### config.mk
export PLATFORM = sky130hd
export DESIGN_NAME = rss_datapath
export DESIGN_NICKNAME = d
export VERILOG_FILES = /design/src/inc/rss_pkg.sv /design/src/inc/rss_alu_if.sv /design/src/core/rss_alu.sv /design/src/core/rss_datapath.sv
export SDC_FILE = /design/constraint.sdc
export NUM_CORES = 1
export LEC_CHECK = 0
export ABC_AREA = 1
export BUFFER_PORTS_ARGS = -buffer_cell sky130_fd_sc_hd__buf_2
export CAP_MARGIN = 25
export CORE_ASPECT_RATIO = 0.7
export CORE_MARGIN = 5
export CORE_UTILIZATION = 45
export CTS_CLUSTER_DIAMETER = 60
export DETAILED_ROUTE_END_ITERATION = 8
export PLACE_DENSITY = 0.77
export SYNTH_ARGS = -nofsm -noshare
export SYNTH_HDL_FRONTEND = slang
export SYNTH_HIERARCHICAL = 1
export SYNTH_SLANG_ARGS = --single-unit
### constraint.sdc
create_clock -name clk -period 9.39 [get_ports clk]
set_clock_uncertainty 0.15 [all_clocks]
set_input_delay 0.939 -clock clk [delete_from_list [all_inputs] [get_ports clk]]
set_output_delay 0.939 -clock clk [all_outputs]
set_load 0.02 [all_outputs]
### src/inc/rss_pkg.sv
package rss_pkg;

   localparam int          RSS_W          = 8;
   localparam int          RSS_MSB        = 7;
   localparam int          RSS_NIB        = 4;
   localparam logic [7:0]  RSS_ALL_ONES   = 8'hFF;
   localparam logic [7:0]  RSS_ONE        = 8'h01;
   localparam logic [7:0]  RSS_ZERO       = 8'h00;
   localparam logic [7:0]  RSS_WORK_RST   = 8'h00;
   localparam logic [3:0]  RSS_FLAGS_RST  = 4'h0;
   localparam logic [7:0]  RSS_SKIPS_RST  = 8'h00;

   // Register port map
   localparam logic [1:0]  RSS_ADDR_WORK  = 2'h0;
   localparam logic [1:0]  RSS_ADDR_FLAGS = 2'h1;
   localparam logic [1:0]  RSS_ADDR_SKIPS = 2'h2;

   // Flag field positions
   localparam int          RSS_F_CARRY    = 0;
   localparam int          RSS_F_HALF     = 1;
   localparam int          RSS_F_ZERO     = 2;
   localparam int          RSS_F_WRAP     = 3;

   // Cycles per instruction
   localparam int          RSS_SKIP_CYC   = 2;
   localparam int          RSS_PLAIN_CYC  = 1;

   typedef enum logic [4:0]
   {
      RSS_OP_NONE      = 5'h00,
      RSS_OP_ROT_L_W   = 5'h01,
      RSS_OP_ROT_LT    = 5'h02,
      RSS_OP_ROT_LT_W  = 5'h03,
      RSS_OP_ROT_R     = 5'h04,
      RSS_OP_ROT_R_W   = 5'h05,
      RSS_OP_ROT_RT    = 5'h06,
      RSS_OP_ROT_RT_W  = 5'h07,
      RSS_OP_SUB_B     = 5'h08,
      RSS_OP_SUB_B_M   = 5'h09,
      RSS_OP_DEC_SK    = 5'h0A,
      RSS_OP_DEC_SK_W  = 5'h0B,
      RSS_OP_SET_BYTE  = 5'h0C,
      RSS_OP_SET_BIT   = 5'h0D,
      RSS_OP_INC_SK    = 5'h0E,
      RSS_OP_INC_SK_W  = 5'h0F,
      RSS_OP_SKIP_BIT  = 5'h10,
      RSS_OP_TAKE      = 5'h11,
      RSS_OP_TAKE_M    = 5'h12,
      RSS_OP_TAKE_IMM  = 5'h13,
      RSS_OP_ROT_L     = 5'h14
   } rss_op_t;

   typedef enum logic [0:0]
   {
      RSS_S_EXEC  = 1'b0,
      RSS_S_DUMMY = 1'b1
   } rss_state_t;

   // Returns {half_out, carry_out, sum}
   function automatic logic [9:0] rss_add(input logic [7:0] a,
                                           input logic [7:0] b,
                                           input logic       cin);
      logic [8:0] full;
      logic [4:0] low;
      full = {1'b0, a} + {1'b0, b} + {8'h00, cin};
      low  = {1'b0, a[3:0]} + {1'b0, b[3:0]} + {4'h0, cin};
      return {low[4], full};
   endfunction

   function automatic logic rss_is_zero(input logic [7:0] v);
      return v == RSS_ZERO;
   endfunction

endpackage

### src/inc/rss_alu_if.sv
`timescale 1ns/1ns
interface rss_alu_if;
   import rss_pkg::*;
   rss_op_t     op;
   logic [7:0]  mem_byte;
   logic [7:0]  work_byte;
   logic [7:0]  imm_byte;
   logic [2:0]  bit_sel;
   logic        carry_in;
   logic [7:0]  result;
   logic        carry_out;
   logic        half_out;
   logic        wrap_out;
   logic        zero_out;
   logic        write_work;
   logic        write_mem;
   logic        upd_carry;
   logic        upd_arith;
   logic        skip;

   modport alu  (input  op, mem_byte, work_byte, imm_byte, bit_sel,
                        carry_in,
                 output result, carry_out, half_out, wrap_out, zero_out,
                        write_work, write_mem, upd_carry, upd_arith, skip);
   modport core (output op, mem_byte, work_byte, imm_byte, bit_sel,
                        carry_in,
                 input  result, carry_out, half_out, wrap_out, zero_out,
                        write_work, write_mem, upd_carry, upd_arith, skip);
endinterface

### src/core/rss_alu.sv
`timescale 1ns/1ns
module rss_alu
   import rss_pkg::*;
(
   rss_alu_if.alu  a
);

   wire        is_rl    = a.op == RSS_OP_ROT_L || a.op == RSS_OP_ROT_L_W;
   wire        is_rlt   = a.op == RSS_OP_ROT_LT || a.op == RSS_OP_ROT_LT_W;
   wire        is_rr    = a.op == RSS_OP_ROT_R || a.op == RSS_OP_ROT_R_W;
   wire        is_rrt   = a.op == RSS_OP_ROT_RT || a.op == RSS_OP_ROT_RT_W;
   wire        is_sbc   = a.op == RSS_OP_SUB_B || a.op == RSS_OP_SUB_B_M;
   wire        is_take  = a.op == RSS_OP_TAKE || a.op == RSS_OP_TAKE_M;
   wire        is_timm  = a.op == RSS_OP_TAKE_IMM;
   wire        is_dec   = a.op == RSS_OP_DEC_SK || a.op == RSS_OP_DEC_SK_W;
   wire        is_inc   = a.op == RSS_OP_INC_SK || a.op == RSS_OP_INC_SK_W;
   wire        is_set   = a.op == RSS_OP_SET_BYTE;
   wire        is_sbit  = a.op == RSS_OP_SET_BIT;
   wire        is_tbit  = a.op == RSS_OP_SKIP_BIT;
   wire        is_arith = is_sbc || is_take || is_timm;

   wire [7:0]  m        = a.mem_byte;
   wire [7:0]  sub_b    = is_timm ? ~a.imm_byte : ~m;
   wire        sub_cin  = is_sbc ? a.carry_in : 1'b1;
   wire [9:0]  sum      = rss_add(a.work_byte, sub_b, sub_cin);
   // Wraps modulo 256; the skip test sees only the low eight bits
   wire [7:0]  dec_val  = m - RSS_ONE;
   wire [7:0]  inc_val  = m + RSS_ONE;
   wire [7:0]  bit_mask = RSS_ONE << a.bit_sel;

   assign a.result =
      is_rl    ? {m[6:0], m[RSS_MSB]} :
      is_rlt   ? {m[6:0], a.carry_in} :
      is_rr    ? {m[0], m[RSS_MSB:1]} :
      is_rrt   ? {a.carry_in, m[RSS_MSB:1]} :
      is_arith ? sum[7:0] :
      is_dec   ? dec_val :
      is_inc   ? inc_val :
      is_set   ? RSS_ALL_ONES :
      is_sbit  ? (m | bit_mask) :
      m;

   assign a.carry_out = is_rlt ? m[RSS_MSB] :
                        is_rrt ? m[0] :
                        sum[8];
   assign a.half_out  = sum[9];
   // Signed wrap when both addends agree in sign and the sum does not
   assign a.wrap_out  = (a.work_byte[RSS_MSB] == sub_b[RSS_MSB]) &&
                        (sum[RSS_MSB] != a.work_byte[RSS_MSB]);
   assign a.zero_out  = rss_is_zero(sum[7:0]);

   assign a.upd_carry  = is_rlt || is_rrt;
   assign a.upd_arith  = is_arith;
   assign a.write_work = a.op == RSS_OP_ROT_L_W  ||
                         a.op == RSS_OP_ROT_LT_W ||
                         a.op == RSS_OP_ROT_R_W  ||
                         a.op == RSS_OP_ROT_RT_W ||
                         a.op == RSS_OP_SUB_B    ||
                         a.op == RSS_OP_TAKE     ||
                         is_timm                 ||
                         a.op == RSS_OP_DEC_SK_W ||
                         a.op == RSS_OP_INC_SK_W;
   assign a.write_mem  = a.op == RSS_OP_ROT_L    ||
                         a.op == RSS_OP_ROT_LT   ||
                         a.op == RSS_OP_ROT_R    ||
                         a.op == RSS_OP_ROT_RT   ||
                         a.op == RSS_OP_SUB_B_M  ||
                         a.op == RSS_OP_TAKE_M   ||
                         a.op == RSS_OP_DEC_SK   ||
                         a.op == RSS_OP_INC_SK   ||
                         is_set || is_sbit;
   assign a.skip = (is_dec && rss_is_zero(dec_val)) ||
                   (is_inc && rss_is_zero(inc_val)) ||
                   (is_tbit && m[a.bit_sel]);

endmodule

### src/core/rss_datapath.sv
`timescale 1ns/1ns
module rss_datapath
   import rss_pkg::*;
(
   input  wire logic        clk,
   input  wire logic        sys_rst,
   input  wire logic        clk_en,
   input  wire logic        op_valid,
   input  wire logic [4:0]  op_code,
   input  wire logic [2:0]  op_bit_sel,
   input  wire logic [7:0]  op_imm,
   output      logic        op_ready,
   input  wire logic [7:0]  mem_rdata,
   output      logic [7:0]  mem_wdata,
   output      logic        mem_we,
   output      logic        discard_fetch,
   output      logic [7:0]  work_register,
   output      logic        adder_out_flag,
   output      logic        half_nibble_out_flag,
   output      logic        zero_flag,
   output      logic        signed_wrap_flag,
   input  wire logic [1:0]  reg_addr,
   input  wire logic [7:0]  reg_wdata,
   input  wire logic        reg_wr,
   input  wire logic        reg_rd,
   output      logic [7:0]  reg_rdata
);

   ////////////////////////////////////////////////////////////////////////
   // State and storage

   rss_state_t  state_reg;
   rss_state_t  state_next;
   logic [7:0]  work_reg;
   logic [7:0]  work_next;
   logic [3:0]  flags_reg;
   logic [3:0]  flags_next;
   logic [7:0]  wdata_reg;
   logic        we_reg;
   logic        discard_reg;
   logic [7:0]  skips_reg;
   logic [7:0]  rdata_reg;

   rss_alu_if   alu_bus ();

   rss_alu u_alu
   (
      .a (alu_bus.alu)
   );

   ////////////////////////////////////////////////////////////////////////
   // Issue and decode

   wire         in_exec  = state_reg == RSS_S_EXEC;
   // No new operation during the dummy cycle; the decoder must hold it
   assign op_ready = in_exec;
   wire         accept   = clk_en && op_valid && in_exec;

   assign alu_bus.op        = accept ? rss_op_t'(op_code) : RSS_OP_NONE;
   assign alu_bus.mem_byte  = mem_rdata;
   assign alu_bus.work_byte = work_reg;
   assign alu_bus.imm_byte  = op_imm;
   assign alu_bus.bit_sel   = op_bit_sel;
   assign alu_bus.carry_in  = flags_reg[RSS_F_CARRY];

   wire         take_skip = accept && alu_bus.skip;
   wire         wr_work   = reg_wr && reg_addr == RSS_ADDR_WORK;
   wire         wr_flags  = reg_wr && reg_addr == RSS_ADDR_FLAGS;

   ////////////////////////////////////////////////////////////////////////
   // Next values; an instruction result overrides a same-cycle port write

   wire [7:0]   work_base  = wr_work ? reg_wdata : work_reg;
   wire [3:0]   flags_base = wr_flags ? reg_wdata[3:0] : flags_reg;

   assign work_next = alu_bus.write_work ? alu_bus.result : work_base;

   wire         upd_c = alu_bus.upd_carry || alu_bus.upd_arith;
   // Flags outside these two groups are never touched by this block
   assign flags_next[RSS_F_CARRY] = upd_c ? alu_bus.carry_out
                                          : flags_base[RSS_F_CARRY];
   assign flags_next[RSS_F_HALF]  = alu_bus.upd_arith ? alu_bus.half_out
                                          : flags_base[RSS_F_HALF];
   assign flags_next[RSS_F_ZERO]  = alu_bus.upd_arith ? alu_bus.zero_out
                                          : flags_base[RSS_F_ZERO];
   assign flags_next[RSS_F_WRAP]  = alu_bus.upd_arith ? alu_bus.wrap_out
                                          : flags_base[RSS_F_WRAP];

   always_comb
   begin
      case (state_reg)
         RSS_S_EXEC:
            state_next = take_skip ? RSS_S_DUMMY : RSS_S_EXEC;
         RSS_S_DUMMY:
            state_next = RSS_S_EXEC;
         default:
            state_next = RSS_S_EXEC;
      endcase
   end

   wire [7:0]   rd_mux = reg_addr == RSS_ADDR_WORK  ? work_reg :
                         reg_addr == RSS_ADDR_FLAGS ? {4'h0, flags_reg} :
                         reg_addr == RSS_ADDR_SKIPS ? skips_reg :
                         RSS_ZERO;

   ////////////////////////////////////////////////////////////////////////
   // Registers

   always_ff @(posedge clk or posedge sys_rst)
   begin
      if (sys_rst)
      begin
         state_reg <= RSS_S_EXEC;
         work_reg  <= RSS_WORK_RST;
         flags_reg <= RSS_FLAGS_RST;
      end
      else if (clk_en)
      begin
         state_reg <= state_next;
         work_reg  <= work_next;
         flags_reg <= flags_next;
      end
   end

   // Memory write strobe lasts one enabled cycle after the instruction
   always_ff @(posedge clk or posedge sys_rst)
   begin
      if (sys_rst)
      begin
         wdata_reg   <= RSS_ZERO;
         we_reg      <= 1'b0;
         discard_reg <= 1'b0;
      end
      else if (clk_en)
      begin
         wdata_reg   <= alu_bus.result;
         we_reg      <= alu_bus.write_mem;
         discard_reg <= take_skip;
      end
   end

   // Counter wraps; software reads it to see how often skips were taken
   always_ff @(posedge clk or posedge sys_rst)
   begin
      if (sys_rst)
      begin
         skips_reg <= RSS_SKIPS_RST;
         rdata_reg <= RSS_ZERO;
      end
      else if (clk_en)
      begin
         if (take_skip)
            skips_reg <= skips_reg + RSS_ONE;
         if (reg_rd)
            rdata_reg <= rd_mux;
      end
   end

   assign mem_wdata            = wdata_reg;
   assign mem_we               = we_reg;
   assign discard_fetch        = discard_reg;
   assign work_register        = work_reg;
   assign adder_out_flag       = flags_reg[RSS_F_CARRY];
   assign half_nibble_out_flag = flags_reg[RSS_F_HALF];
   assign zero_flag            = flags_reg[RSS_F_ZERO];
   assign signed_wrap_flag     = flags_reg[RSS_F_WRAP];
   assign reg_rdata            = rdata_reg;

   wire         go = accept && !reg_wr;

   function automatic logic is_op(input logic [4:0] code, input rss_op_t o);
      return code == o;
   endfunction

   wire         sel_bit = mem_rdata[op_bit_sel];
endmodule

# Word level (Yosys, flattened, before mapping)
# Index checks and enable logic that the tools add are counted.
[totals]
register_bits = 39
word_cells = 126
out_inout_bits = 31
inputBits = 40
[classes]
order_cmp = 1
n_shift = 1
n_reduce_logical = 52
n_bitwise = 4
muxes = 28
n_eq_ne = 24
add_sub_neg = 7
[ops]
columns = ["op", "n"]
rows = [
  ["$mux 8", 15],
  ["$eq 5x4->1 const B", 8],
  ["$logic_or 1x1->1", 31],
  ["$eq 5x5->1 const B", 5],
  ["$logic_not 8->1", 3],
  ["$eq 5x3->1 const B", 4],
  ["$add 8x1->8 const B", 2],
  ["$not 8->8", 2],
  ["$eq 5x2->1 const B", 2],
  ["$reduce_and 2->1", 5],
  ["$add 8x8->9", 1],
  ["$add 9x1->9", 1],
  ["$logic_and 1x1->1", 9],
  ["$mux 1", 9],
  ["$or 8x8->8", 1],
  ["$shl 1x3->8 const A", 1],
  ["$sub 8x1->8 const B", 1],
  ["$reduce_bool 2->1", 3],
  ["$add 4x4->5", 1],
  ["$add 5x1->5", 1],
  ["$eq 5x1->1 const B", 1],
  ["$mux 5", 1],
  ["$lt 3x4->1 const B", 1],
  ["$mux 4", 1],
  ["8 further kinds", 8],
]

# Depth between registers and ports, before layout
# Gate-level depths: netlist (run 1).
[logic_depth]
word_depth = 14
ltp_mapped = 26

# Hierarchy
# The synthesis (run 1) kept the hierarchy.
[by_module_without_submodules]
columns = ["module", "cells_per_inst", "area_per_inst_um2", "seq_area_each_um2", "instances"]
rows = [
  ["rss_datapath", 257, 1964.4, 975.9, 1],
  ["rss_alu", 334, 1721.7, 0.0, 1],
]

# Worst setup path before layout (run 1)
# Ideal clock, no wire load.
[synth_timing]
path_kind = "input to register"
start = "input port clk_en"
end = "register work_reg[4], in the netlist work_register[4]"
path_buffers = 2
t_arrival_ns = 3.833
stages = 23
setup_time_ns = 0.083
setup_slack_ns = 5.324
path_cell_list = "buf_2 > nand3_1 > nor2_1 > nor2_2 > nand4_1 > clkbuf_1 > a21oi_1 > fa_1 > inv_1 > fa_1 > nand3_1 > nand2_1 > xor2_1 > inv_1 > o21ai_0 > inv_1 > nand2_1 > nand2_1 > nand2_1 > nand2_1 > nand2_1 > nand2_1 > o21ai_0"
[synth_between]
elab_chain_cells = 14
elab_cells_between_ends = 56
classes_between = "add/sub (2); eq/ne (19); mux (13); reduce/logical (22)"
[synth_rtl]
columns = ["item", "line", "source"]
rows = [
  ["from (decl)", "rss_datapath.sv:7", "input wire logic clk_en,"],
  ["$logic_and 1x1->1 (*) (2 in a row)", "rss_datapath.sv:57", "wire accept = clk_en && op_valid && in_exec;"],
  ["$mux 5 (*)", "rss_datapath.sv:59", "assign alu_bus.op = accept ? rss_op_t'(op_code) : RSS_OP_NONE;"],
  ["named net alu_bus.op[3]", "rss_alu_if.sv:4", "rss_op_t op;"],
  ["parallel branches: the longest is 9 deep, another holds $add 8x8->9", "n/a", ""],
  ["$mux 8 (*)", "rss_alu.sv:32", "is_rl ? {m[6:0], m[RSS_MSB]} :"],
  ["named net alu_bus.result[4]", "rss_alu_if.sv:10", "logic [7:0] result;"],
  ["$mux 8 (*)", "rss_datapath.sv:76", "assign work_next = alu_bus.write_work ? alu_bus.result : work_base;"],
  ["to (signal assigned)", "rss_datapath.sv:120", "work_reg <= work_next;"],
  ["to (decl)", "rss_datapath.sv:34", "logic [7:0] work_reg;"],
]
# Mark *: on every way through the listed nets, which the timed path passes.
# A chain may end at the register's enable or synchronous reset.

# Worst setup path after layout (run 1)
[layout_timing]
start = "input port clk_en"
end = "register flags_reg[2]"
[layout_between]
elab_chain_cells = 9
elab_cells_between_ends = 20
classes_between = "add/sub (2); eq/ne (5); mux (4); reduce/logical (9)"
[layout_rtl]
columns = ["item", "line", "source"]
rows = [
  ["$logic_and 1x1->1 (*) (2 in a row)", "rss_datapath.sv:57", ""],
  ["$mux 5 (*)", "rss_datapath.sv:59", ""],
  ["named net alu_bus.op[1]", "rss_alu_if.sv:4", ""],
  ["$eq 5x5->1 or $eq 5x4->1 (tied branches)", "rss_alu.sv:14, rss_alu.sv:12", ""],
  ["$mux 8 or $logic_or 1x1->1 (tied branches)", "rss_alu.sv:23, rss_alu.sv:12", ""],
  ["$add 8x8->9 or $mux 1 (tied branches)", "rss_pkg.sv:65, rss_alu.sv:24", ""],
  ["$add 9x1->9 (*)", "rss_pkg.sv:65", "full = {1'b0, a} + {1'b0, b} + {8'h00, cin};"],
  ["$logic_not 8->1 (*)", "rss_pkg.sv:71", "return v == RSS_ZERO;"],
  ["named net alu_bus.zero_out", "rss_alu_if.sv:14", "logic zero_out;"],
  ["$mux 1 (*)", "rss_datapath.sv:84", "assign flags_next[RSS_F_ZERO] = alu_bus.upd_arith ? alu_bus.zero_out"],
  ["to (signal assigned)", "rss_datapath.sv:121", "flags_reg <= flags_next;"],
  ["to (decl)", "rss_datapath.sv:36", "logic [3:0] flags_reg;"],
]
# Mark *: on every way through the listed nets, which the timed path passes. The rest lies on a longest branch.

==> impl_metrics.json, run 1 <==
{
  "io_pins": 71,
  "rsz0062_at_grt": "false",
  "setup_violations": 0,
  "slew_headroom_pct": 35.20,
  "min_period_ns": 4.880,
  "cts.sinks": 39,
  "synth_ff_type": "dfrtp_1",
  "required_ns": 9.44,
  "p_comb_share_pct": 41.9,
  "worst_setup_path_start_kind": "primary input",
  "yosysUniqueCellTypes": 42,
  "dr.pass1.iters": 5,
  "fillerInstances": 810,
  "die_w_um": 118.2,
  "via_count": 4229,
  "cts.repair.resized": 0,
  "cts_made_buffers": 5,
  "route.detailed.drc": 0,
  "cap_viol_max_count": 0,
  "tns_ns": 0,
  "num_antenna_cells": 0,
  "placed_area_um2": 4068,
  "grt_max_degree": 40,
  "cts_max_path_buffers": 2,
  "antenna_found_initial": 0,
  "cp.arrival_ns": 4.93,
  "synth_compound_area_share_pct": 14.46,
  "wl_um": 11900,
  "final_area_um2": 4208,
  "yosysSeqAreaShare_pct": 26.48,
  "vdd_ir_drop_max_uv": 92.79,
  "postSynthAreaPerCell_um2": 6.237,
  "detail-route-antenna-nets": 0,
  "yosys_warnings": 6,
  "cell_internal_pwr_w": 0.0003875,
  "core_um2": 7939,
  "synth_fa_ha_area_share_pct": 5.160,
  "synth_edf_count": 0,
  "cts_root_buf": "clkbuf_16",
  "start_util_pct": 46.43,
  "fp-row-count": 27,
  "syn2layout_area_growth_pct": 14.15,
  "die-area_um2": 10130,
  "cp_max_fo": 17,
  "post-route-period-util_pct": 51.97,
  "grt_first_pass_wirelength_um": 19250,
  "seqPwrFrac_pct": 34.0,
  "clock_power_share_pct": 24.1,
  "nets": 708,
  "cts_tree": "done",
  "timing.fmax_mhz": 204.9,
  "place_hpwl_um": 9464,
  "worstMarginPinSlew_ns": 0.9719,
  "routed_via_density": 5.594,
  "gp_congestion": 0.9659,
  "synth_cells": 591,
  "min_path_type": "flop to flop",
  "power.net_switching_w": 0.0002780,
  "report.final.slew_viol_count": 0,
  "async_reset_ff_share_pct": 100.0,
  "ys_ff_latch": 39,
  "drive_above_1_share_pct": 16.64,
  "grtUsageTotal_pct": 23.13,
  "yosys.area_share.simple_pct": 39.88,
  "hold_buffers": 0,
  "postSynthNetCount": 645,
  "synth_top_family_by_area": "simple AND/OR/NAND/NOR gates",
  "post_cts_buffers": 0,
  "drt-wirelength-per-cell_um": 15.73,
  "grt_pass1_vias": 3729,
  "yosys-mux-area-fraction_pct": 0,
  "grt_overflow_total": 0,
  "io_buffers": 70,
  "hold_violations": 0,
  "power.leakage_nw": 2.256,
  "fp.dieH_um": 85.72,
  "h-tree-depth": 2,
  "endpoint_kind": "flop",
  "worstSkewPairLatency_ns": 0.28,
  "synthesis.area_um2": 3686,
  "outcome": "finished clean",
  "drt_iter0_drc": 548,
  "powerDensity_nw_per_um2": 158.2,
  "switching_share_pct": 41.77,
  "synth-xor-area-share_pct": 3.327,
  "path_clk_slew_ns": 0.06,
  "path_class": "primary input to flop"
}
## per-layer routing
metal / vias to the layer above / wire length, um / global-route usage [%]
li1: 2028 / - / -
met1: 1958 / 5781 / 36.66
met2: 237 / 4737 / 32.31
met3: 6 / 1336 / 5.801
met4: 0 / 39 / 2.188
met5: - / 0 / 0
## power by group through the flow
| stage | sequential (W) | clock [W] | combinational [W] |
|---|---|---|---|
| 2_1_floorplan | 0.000253 | 0 | 0.000160 |
| 3_3_place_gp | 0.000229 | 0 | 0.000269 |
| 3_5_place_dp | 0.000229 | 0 | 0.000273 |
| 4_1_cts | 0.000227 | 0.000164 | 0.000274 |
| 5_1_grt | 0.000231 | 0.000173 | 0.000310 |
| 6_report | 0.000227 | 0.000160 | 0.000279 |
## critical path, cell delays in order
cell     delay, ns
buf_2         0.28
nand3_1       0.21
nor2_1        0.57
nand4_1       0.64
a21oi_1       0.38
fa_1          0.21
inv_1         0.07
fa_1          0.43
nand3_1       0.11
nand2_1       0.09
xor2_1        0.16
inv_1         0.08
nand3_1       0.09
nor3b_1       0.33
a21oi_1       0.14
o21ai_0       0.20
## final timing paths
path,from,endpoint,slack [ns],cells after the start
setup / recovery,clk_en,flags_reg[2],4.51,16
hold / removal,mem_wdata[5],mem_wdata[5],0.31,2
setup reg to reg,state_reg,flags_reg[2],5.06,16
hold reg to reg,mem_wdata[5],mem_wdata[5],0.31,2
max in group asynchronous,sys_rst,work_register[3],8.13,3
min in group asynchronous,sys_rst,work_register[5],0.62,3
## logic make-up after synthesis
family	count (synthesis)
DFF	39
xor gates and xnor gates	14
AOI/OAI and AO/OA	94
and+or+nand+nor	339
buffers and inverters	91
adders and majority gates	14
## cell usage after synthesis, types with 2 or more instances
master,n,share of area (%)
a21boi_1,2,0.41
a21oi_1,36,4.9
a31oi_1,5,0.85
and2_1,3,0.51
buf_2,4,0.54
buf_4,2,0.41
buf_6,5,1.5
clkbuf_1,5,0.51
dfrtp_1,39,26
fa_1,2,1.1
ha_1,12,4.1
inv_1,67,6.8
inv_2,6,0.61
nand2_1,199,20
nand2_2,3,0.51
nand3_1,52,7.1
nand3b_1,3,0.61
nand4_1,10,1.7
nor2_1,48,4.9
nor2_2,8,1.4
nor2_4,2,0.61
nor3_1,4,0.54
o2111ai_1,2,0.48
o211ai_1,2,0.41
o21ai_0,36,4.9
o21ai_2,3,0.71
o21bai_1,2,0.41
o22ai_1,3,0.51
xnor2_1,3,0.71
xor2_1,11,2.6
## stage by stage
stage / hold WS, ns / total power (W) / worst slack (ns) / std cells / util, %
after floorplan: 0.3207 / 0.0004138 / 5.324 / 591 / -
after CTS: 0.3198 / 0.0006643 / 4.566 / 756 / 53.00
after global routing: 0.3522 / 0.0007138 / 4.093 / 756 / 53.00
after global placement: 0.2993 / 0.0004975 / 4.404 / 748 / 51.24
after detailed placement: 0.3056 / 0.0005021 / 4.288 / 748 / 51.24
final: 0.3144 / 0.0006656 / 4.510 / 756 / 53.00
## placed cells by master, fill, tap and decap left out, types with 2 or more instances in the layout
cell type,count
buf_4,2
buf_2,70
o21ai_2,3
a21boi_1,2
nand2_1,199
nor2_1,48
nand3b_1,3
nand3_1,52
xnor2_1,3
o2111ai_1,2
o211ai_1,2
dfrtp_1,39
inv_2,6
nand2_2,3
nor3_1,4
nor2_2,8
clkbuf_16,5
ha_1,12
o21ai_0,36
nand4_1,10
xor2_1,11
a31oi_1,5
o21bai_1,2
nor2_4,2
inv_1,67
o22ai_1,3
clkinv_2,3
and2_1,3
a21oi_1,36
fa_1,2
## area by class of cell
cell class | count | area [um^2] | area share, %
clock buffer | 5 | 125.1 | 2.974
tap | 101 | 126.4 | 3.003
timing repair buffer | 72 | 365.4 | 8.683
clock inverter | 3 | 15.01 | 0.3568
inverter | 75 | 284.0 | 6.750
sequential | 39 | 975.9 | 23.19
multi-input combinational | 461 | 2316 | 55.04
No activity file was read; power rests on OpenSTA's default activity.
==> run 2: changes to the inputs <==
Settings changed: PLACE_DENSITY 0.77 to 0.8.
Clock period 9.39 ns to 4 ns, I/O delays scaled along.
==> run 2 against run 1 <==
Power up 150%. Critical endpoint is now work_register[2]. Highest routed layer unchanged. Critical path depth up 4. Count of clock-buffer cells in the layout unchanged.
==> impl_metrics.json, run 2 (synthesized netlist as in run 1, its figures left out) <==
{
  "report.final.slew_viol_count": 0,
  "cts_made_buffers": 5,
  "cts_max_path_buffers": 2,
  "slew_headroom_pct": 37.52,
  "min_period_ns": 3.625,
  "cap_viol_max_count": 0,
  "via_count": 4270,
  "path_clk_slew_ns": 0.06,
  "worstMarginPinSlew_ns": 0.9371,
  "mostFrequentLayoutCells": "nand2_1 (199), buf_2 (70), inv_1 (67)",
  "grt_first_pass_wirelength_um": 19770,
  "drt_iter0_drc": 541,
  "path_class": "flop to flop",
  "drt-wirelength-per-cell_um": 16.12,
  "worstSkewPairLatency_ns": 0.28,
  "post-route-period-util_pct": 90.62,
  "outcome": "finished clean",
  "cts_tree": "done",
  "rr_worst_depth": 20,
  "cts_root_buf": "clkbuf_16",
  "area.sequential_um2": 975.9,
  "route.detailed.drc": 0,
  "fp-row-count": 27,
  "grt_max_degree": 40,
  "routed_via_density": 5.589,
  "post_cts_buffers": 0,
  "grtUsageTotal_pct": 23.65,
  "grt_pass1_vias": 3924,
  "io_buffers": 70,
  "endpoint_kind": "flop",
  "crit_chain": "inv_1 > nand3_1 > nor2_1 > buf_4 > inv_2 > nor2_1 > nand2_1 > nor2_1 > fa_1 > inv_1 > fa_1 > xor2_1 > a21oi_1 > nand2_1 > nand2_1 > o21ai_0 > nand2_1 > o21ai_0 > nand2_1 > o21ai_0",
  "cp.arrival_ns": 3.67,
  "setup_violations": 0,
  "die_w_um": 118.2,
  "rsz0062_at_grt": "false",
  "syn2layout_area_growth_pct": 16.70,
  "dr.pass1.iters": 6,
  "required_ns": 4.04,
  "hold_violations": 0,
  "worst_setup_path_start_kind": "flop",
  "place_hpwl_um": 9682,
  "grt_overflow_total": 0,
  "num_antenna_cells": 0,
  "multi_input_area_um2": 2321,
  "start_util_pct": 46.43,
  "antenna_found_initial": 0,
  "tns_ns": 0,
  "die-area_um2": 10130,
  "io_pins": 71,
  "vdd_ir_drop_max_uv": 284.4,
  "power.leakage_nw": 2.307,
  "cts.sinks": 39,
  "nets": 716,
  "core_um2": 7939,
  "slowest_stage": "fa_1",
  "cp_max_fo": 5,
  "whs_ns": 0.08313,
  "timing.fmax_mhz": 275.9,
  "detail-route-antenna-nets": 0,
  "wl_um": 12310,
  "path_common_cell": "nand2_1",
  "worst_path_largest_cell_delay_ns": 0.44,
  "fp.dieH_um": 85.72,
  "total_power_w": 0.001663,
  "fillerInstances": 798,
  "powerDensity_nw_per_um2": 386.6,
  "h-tree-depth": 2,
  "final_common_cell": "nand2_1",
  "min_path_type": "primary input to async pin",
  "drive_above_1_share_pct": 17.80,
  "gp_congestion": 0.9885
}
[run 2: cell count changes in the layout (fill, tap and decap cells not counted)]
cell,change
buf_4,+8
bufinv_16,+1
clkinv_2,-2
clkinv_4,+1
nor3b_1,-1
nor3b_2,+1
[run 2: metal layers]
layer,vias up,part of all wire [%],GRT usage (%)
met1,1984,47,36.43
met5,-,0,0
met3,10,11,5.735
met4,0,0.56,2.396
met2,232,41,34.46
li1,2044,-,-
[run 2: worst max-delay path: cells and delay by family (launching register included)]
| kind | cells | cell delay [ns] |
|---|---|---|
| compound gates | 4 | 0.53 |
| buf+inv | 4 | 0.39 |
| fa+ha+maj | 2 | 0.64 |
| simple gates | 9 | 1.13 |
| flops | 1 | 0.37 |
| xor+xnor | 1 | 0.31 |
[run 2: layout make-up]
type | count | share of cell area, %
clock inverter | 3 | 1.018
sequential | 39 | 22.69
clock buffer | 5 | 2.909
timing repair buffer | 80 | 9.889
inverter | 75 | 6.603
multi-input combinational | 461 | 53.96
tap | 101 | 2.938
[run 2: power by group]
| part | total [W] | switching, W | internal, W |
|---|---|---|---|
| clock | 0.000453 | 0.000159 | 0.000294 |
| combinational | 0.000676 | 0.000451 | 0.000225 |
| sequential | 0.000534 | 0.0000714 | 0.000462 |
| total | 0.00166 | 0.000681 | 0.000982 |
[run 2: final timing paths]
| kind | end | startpoint | slack, ns |
|---|---|---|---|
| worst max-delay path | work_register[2] | state_reg | 0.38 |
| worst min-delay path | mem_wdata[6] | sys_rst | 0.08 |
| worst max register to register | work_register[2] | state_reg | 0.38 |
| worst min register to register | mem_we | mem_we | 0.32 |
| max in group asynchronous | skips_reg[1] | sys_rst | 3.26 |
| min in group clk | work_register[5] | reg_wdata[5] | 0.28 |
[run 2: per-stage QoR]
stage | worst slack (ns) | area (um^2) | cells | util, %
2_1_floorplan | 0.4596 | 3686 | 591 | -
3_3_place_gp | 0.5033 | 4128 | 756 | 51.99
3_5_place_dp | 0.3569 | 4128 | 756 | 51.99
4_1_cts | 0.3615 | 4297 | 764 | 54.12
5_1_grt | 0.05800 | 4302 | 764 | 54.18
6_report | 0.3750 | 4302 | 764 | 54.18
[run 2: what timing repair did]
| item | in CTS | in global routing |
|---|---|---|
| resized for setup | 0 | 1 |
| hold buffers | 0 | 0 |
| setup endpoints to repair | 0 | 1 |
==> run 3: changes to the inputs <==
Settings changed: ABC_AREA 1 to unset, CTS_BUF_LIST set to sky130_fd_sc_hd__clkbuf_8 sky130_fd_sc_hd__clkbuf_16.
==> run 3 against run 2 <==
The flow now finishes with violations (hold timing, setup timing). Sequential power is 5.2% higher. Register-to-register slack worse by 0.41 ns. Non-clock buffer count grew 14. Synthesized cell count is 30% lower. First-iteration DRC count fell by 24%. Design area grew 0.52%. Hold slack got worse by 0.086 ns. Global-route usage is 1.1 points lower. Maximum frequency fell by 10%.
==> impl_metrics.json, run 3 <==
{
  "min_path_type": "primary input to async pin",
  "die-area_um2": 9790,
  "report.final.slew_viol_count": 0,
  "routed_via_density": 6.111,
  "detail-route-antenna-nets": 0,
  "hold_violations": 11,
  "cts.sinks": 39,
  "switching_share_pct": 37.98,
  "outcome": "finished, violations left",
  "yosys_warnings": 6,
  "postSynthAreaPerCell_um2": 8.634,
  "timing.fmax_mhz": 247.8,
  "powerDensity_nw_per_um2": 420.1,
  "synth_cells": 411,
  "async_reset_ff_share_pct": 100.0,
  "slowest_stage": "fa_2",
  "core_um2": 7770,
  "io_pins": 71,
  "reg2reg_to": "work_register[6]",
  "grtUsageTotal_pct": 22.55,
  "power.leakage_nw": 2.017,
  "yosysMostFrequentCell": "dfrtp_1",
  "required_ns": 4.02,
  "setup_violations": 1,
  "synth_top_area_share_pct": 27.50,
  "route.detailed.drc": 0,
  "clock_power_share_pct": 25.7,
  "worst_setup_path_start_kind": "flop",
  "dpl_worst_slack_ns": -0.1971,
  "wl_um": 11160,
  "p_comb_share_pct": 43.3,
  "slew_headroom_pct": 53.78,
  "postSynthNetCount": 465,
  "whs_ns": -0.002578,
  "yosysTopAreaCell": "dfrtp_1",
  "hold_buffers": 0,
  "path_class": "flop to flop",
  "gp_congestion": 0.9279,
  "worstMarginPinSlew_ns": 0.6934,
  "drt-wirelength-per-cell_um": 19.01,
  "grt_pass1_vias": 3362,
  "dr.pass1.iters": 5,
  "num_antenna_cells": 0,
  "failed_checks": "hold timing, setup timing",
  "die_w_um": 116.1,
  "synth.area.top_cells": "dfrtp_1 (28%), mux2_2 (11%), mux2i_1 (4.8%), o21ai_0 (4.4%), ha_1 (4.2%)",
  "grt_overflow_total": 0,
  "yosysUniqueCellTypes": 64,
  "fp.dieH_um": 84.30,
  "via_count": 3587,
  "worstSkewPairLatency_ns": 0.28,
  "cp_max_fo": 6,
  "final_common_cell": "buf_2",
  "start_util_pct": 45.67,
  "cts_max_path_buffers": 2,
  "antenna_found_initial": 0,
  "place_inst": 573,
  "cts_tree": "done",
  "cts_made_buffers": 5,
  "post-route-period-util_pct": 100.9,
  "path_common_cell": "mux2_4",
  "cell_internal_pwr_w": 0.001127,
  "yosysSeqAreaShare_pct": 27.50,
  "synth_edf_count": 0,
  "rr_worst_depth": 16,
  "cts_root_buf": "clkbuf_16",
  "seqPwrFrac_pct": 30.9,
  "cap_viol_max_count": 0,
  "grt_max_degree": 32,
  "path_clk_slew_ns": 0.06,
  "rsz0062_at_grt": "true",
  "finalWorstSetupSlack_ns": -0.03627,
  "cp.arrival_ns": 4.05,
  "min_period_ns": 4.036,
  "timing.rr.start": "state_reg",
  "synth_ff_type": "dfrtp_1",
  "grt_first_pass_wirelength_um": 17810,
  "synthesis.area_um2": 3548,
  "drive_above_1_share_pct": 32.51,
  "instances_no_fill": 587,
  "place_hpwl_um": 8505,
  "syn2layout_area_growth_pct": 21.86,
  "worst_path_largest_cell_delay_ns": 0.41,
  "fillerInstances": 704,
  "endpoint_kind": "flop",
  "timing.reg2reg.setup_slack_ns": -0.04,
  "vdd_ir_drop_max_uv": 236.1,
  "power.net_switching_w": 0.0006898,
  "ys_top_cells_by_count": "dfrtp_1 (39), nand2_1 (35), mux2_2 (34), nor2_1 (34), o21ai_0 (31)",
  "fp-row-count": 27,
  "crit_chain": "and3b_2 > and2_4 > nor2_4 > nand4_1 > mux2_4 > fa_2 > inv_2 > fa_2 > a211oi_2 > o21bai_1 > a21oi_2 > xnor2_2 > a222oi_1 > o31ai_1 > mux2_4 > mux2_4",
  "drt_iter0_drc": 410,
  "mostFrequentLayoutCells": "buf_2 (70), dfrtp_1 (39), nand2_1 (35)",
  "h-tree-depth": 2,
  "nets": 539,
  "io_buffers": 70,
  "ys_ff_latch": 39
}
==> run 3: cell count changes in the layout (fill, tap and decap cells not counted), moves of 7 or more <==
cell / previous run / this run
nor3_1: 4 / 11
nand2b_1: 0 / 7
nand2_1: 199 / 35
nor2_1: 48 / 33
buf_4: 10 / 23
mux2i_1: 0 / 17
nand3_1: 52 / 11
xnor2_1: 3 / 10
nor2_2: 8 / 0
mux2_2: 0 / 30
inv_1: 67 / 15
a21oi_1: 36 / 18
==> run 3: power groups by stage <==
| stage | clock (W) | sequential, W | combinational (W) |
|---|---|---|---|
| final | 0.000467 | 0.000562 | 0.000787 |
| after global routing | 0.000495 | 0.000571 | 0.000848 |
| after CTS | 0.000475 | 0.000558 | 0.000747 |
| after detailed placement | 0 | 0.000564 | 0.000733 |
| after global placement | 0 | 0.000562 | 0.000708 |
| after floorplan | 0 | 0.000633 | 0.000420 |
==> run 3: worst max-delay path: cells and delay by family, from the launching register on <==
family                   cells  cell delay [ns]
multiplexers                 3             0.81
adder cells (fa/ha/maj)      2             0.64
AND/OR/NAND/NOR              4             0.72
buffers and inverters        1             0.05
flip-flops                   1             0.34
AO/OA/AOI/OAI                5             1.11
XOR/XNOR                     1             0.11
==> run 3: per-layer routing <==
layer  global-route usage, %  part of all wire [%]  up-vias
li1                        -                     -     1649
met1                   35.01                    46     1754
met2                   32.38                    44      172
met3                   4.323                   8.7       12
met4                   4.531                   1.0        0
met5                       0                     0        -
==> run 3: worst max path at each step <==
stage,start,to,slack (ns),cells after the start
6_report,state_reg,work_register[6],-0.04,16
5_1_grt,state_reg,work_register[6],-0.14,16
4_1_cts,state_reg,work_register[6],0.005,16
3_5_place_dp,op_valid,work_register[6],-0.20,16
3_3_place_gp,op_valid,work_register[6],0.003,16
2_1_floorplan,clk_en,work_register[6],-0.12,18
==> run 3: logic make-up after synthesis <==
kind of cell    synth area share, %
compound gates                18.94
buf+inv                       5.712
flops                         27.50
xor+xnor                      5.430
mux                           16.85
fa+ha+maj                     5.360
simple gates                  20.20
==> run 3: timing repair <==
item / CTS / global route
buffers inserted: 2 / 4
pin swaps: 3 / 11
setup endpoints to repair: 1 / 4
endpoints found under the hold margin: 0 / 0
gates resized for setup: 3 / 7
==> run 3: through the flow <==
step	power [W]	TNS (ns)	util (%)	instance area [um^2]
2_1_floorplan	0.001053	-0.2253	-	3595
3_3_place_gp	0.001270	0	51.98	4039
3_5_place_dp	0.001297	-0.2716	52.33	4066
4_1_cts	0.001780	0	54.91	4267
5_1_grt	0.001914	-0.1837	55.65	4324
6_report	0.001816	-0.03627	55.65	4324
==> run 3: area by class of cell <==
type	instances	area, um^2	area share, %
inverter	16	60.06	1.389
clock buffer	6	138.9	3.212
clock inverter	2	35.03	0.8102
tap	101	126.4	2.922
timing repair buffer	94	550.5	12.73
sequential	39	975.9	22.57
multi-input combinational	329	2437	56.37
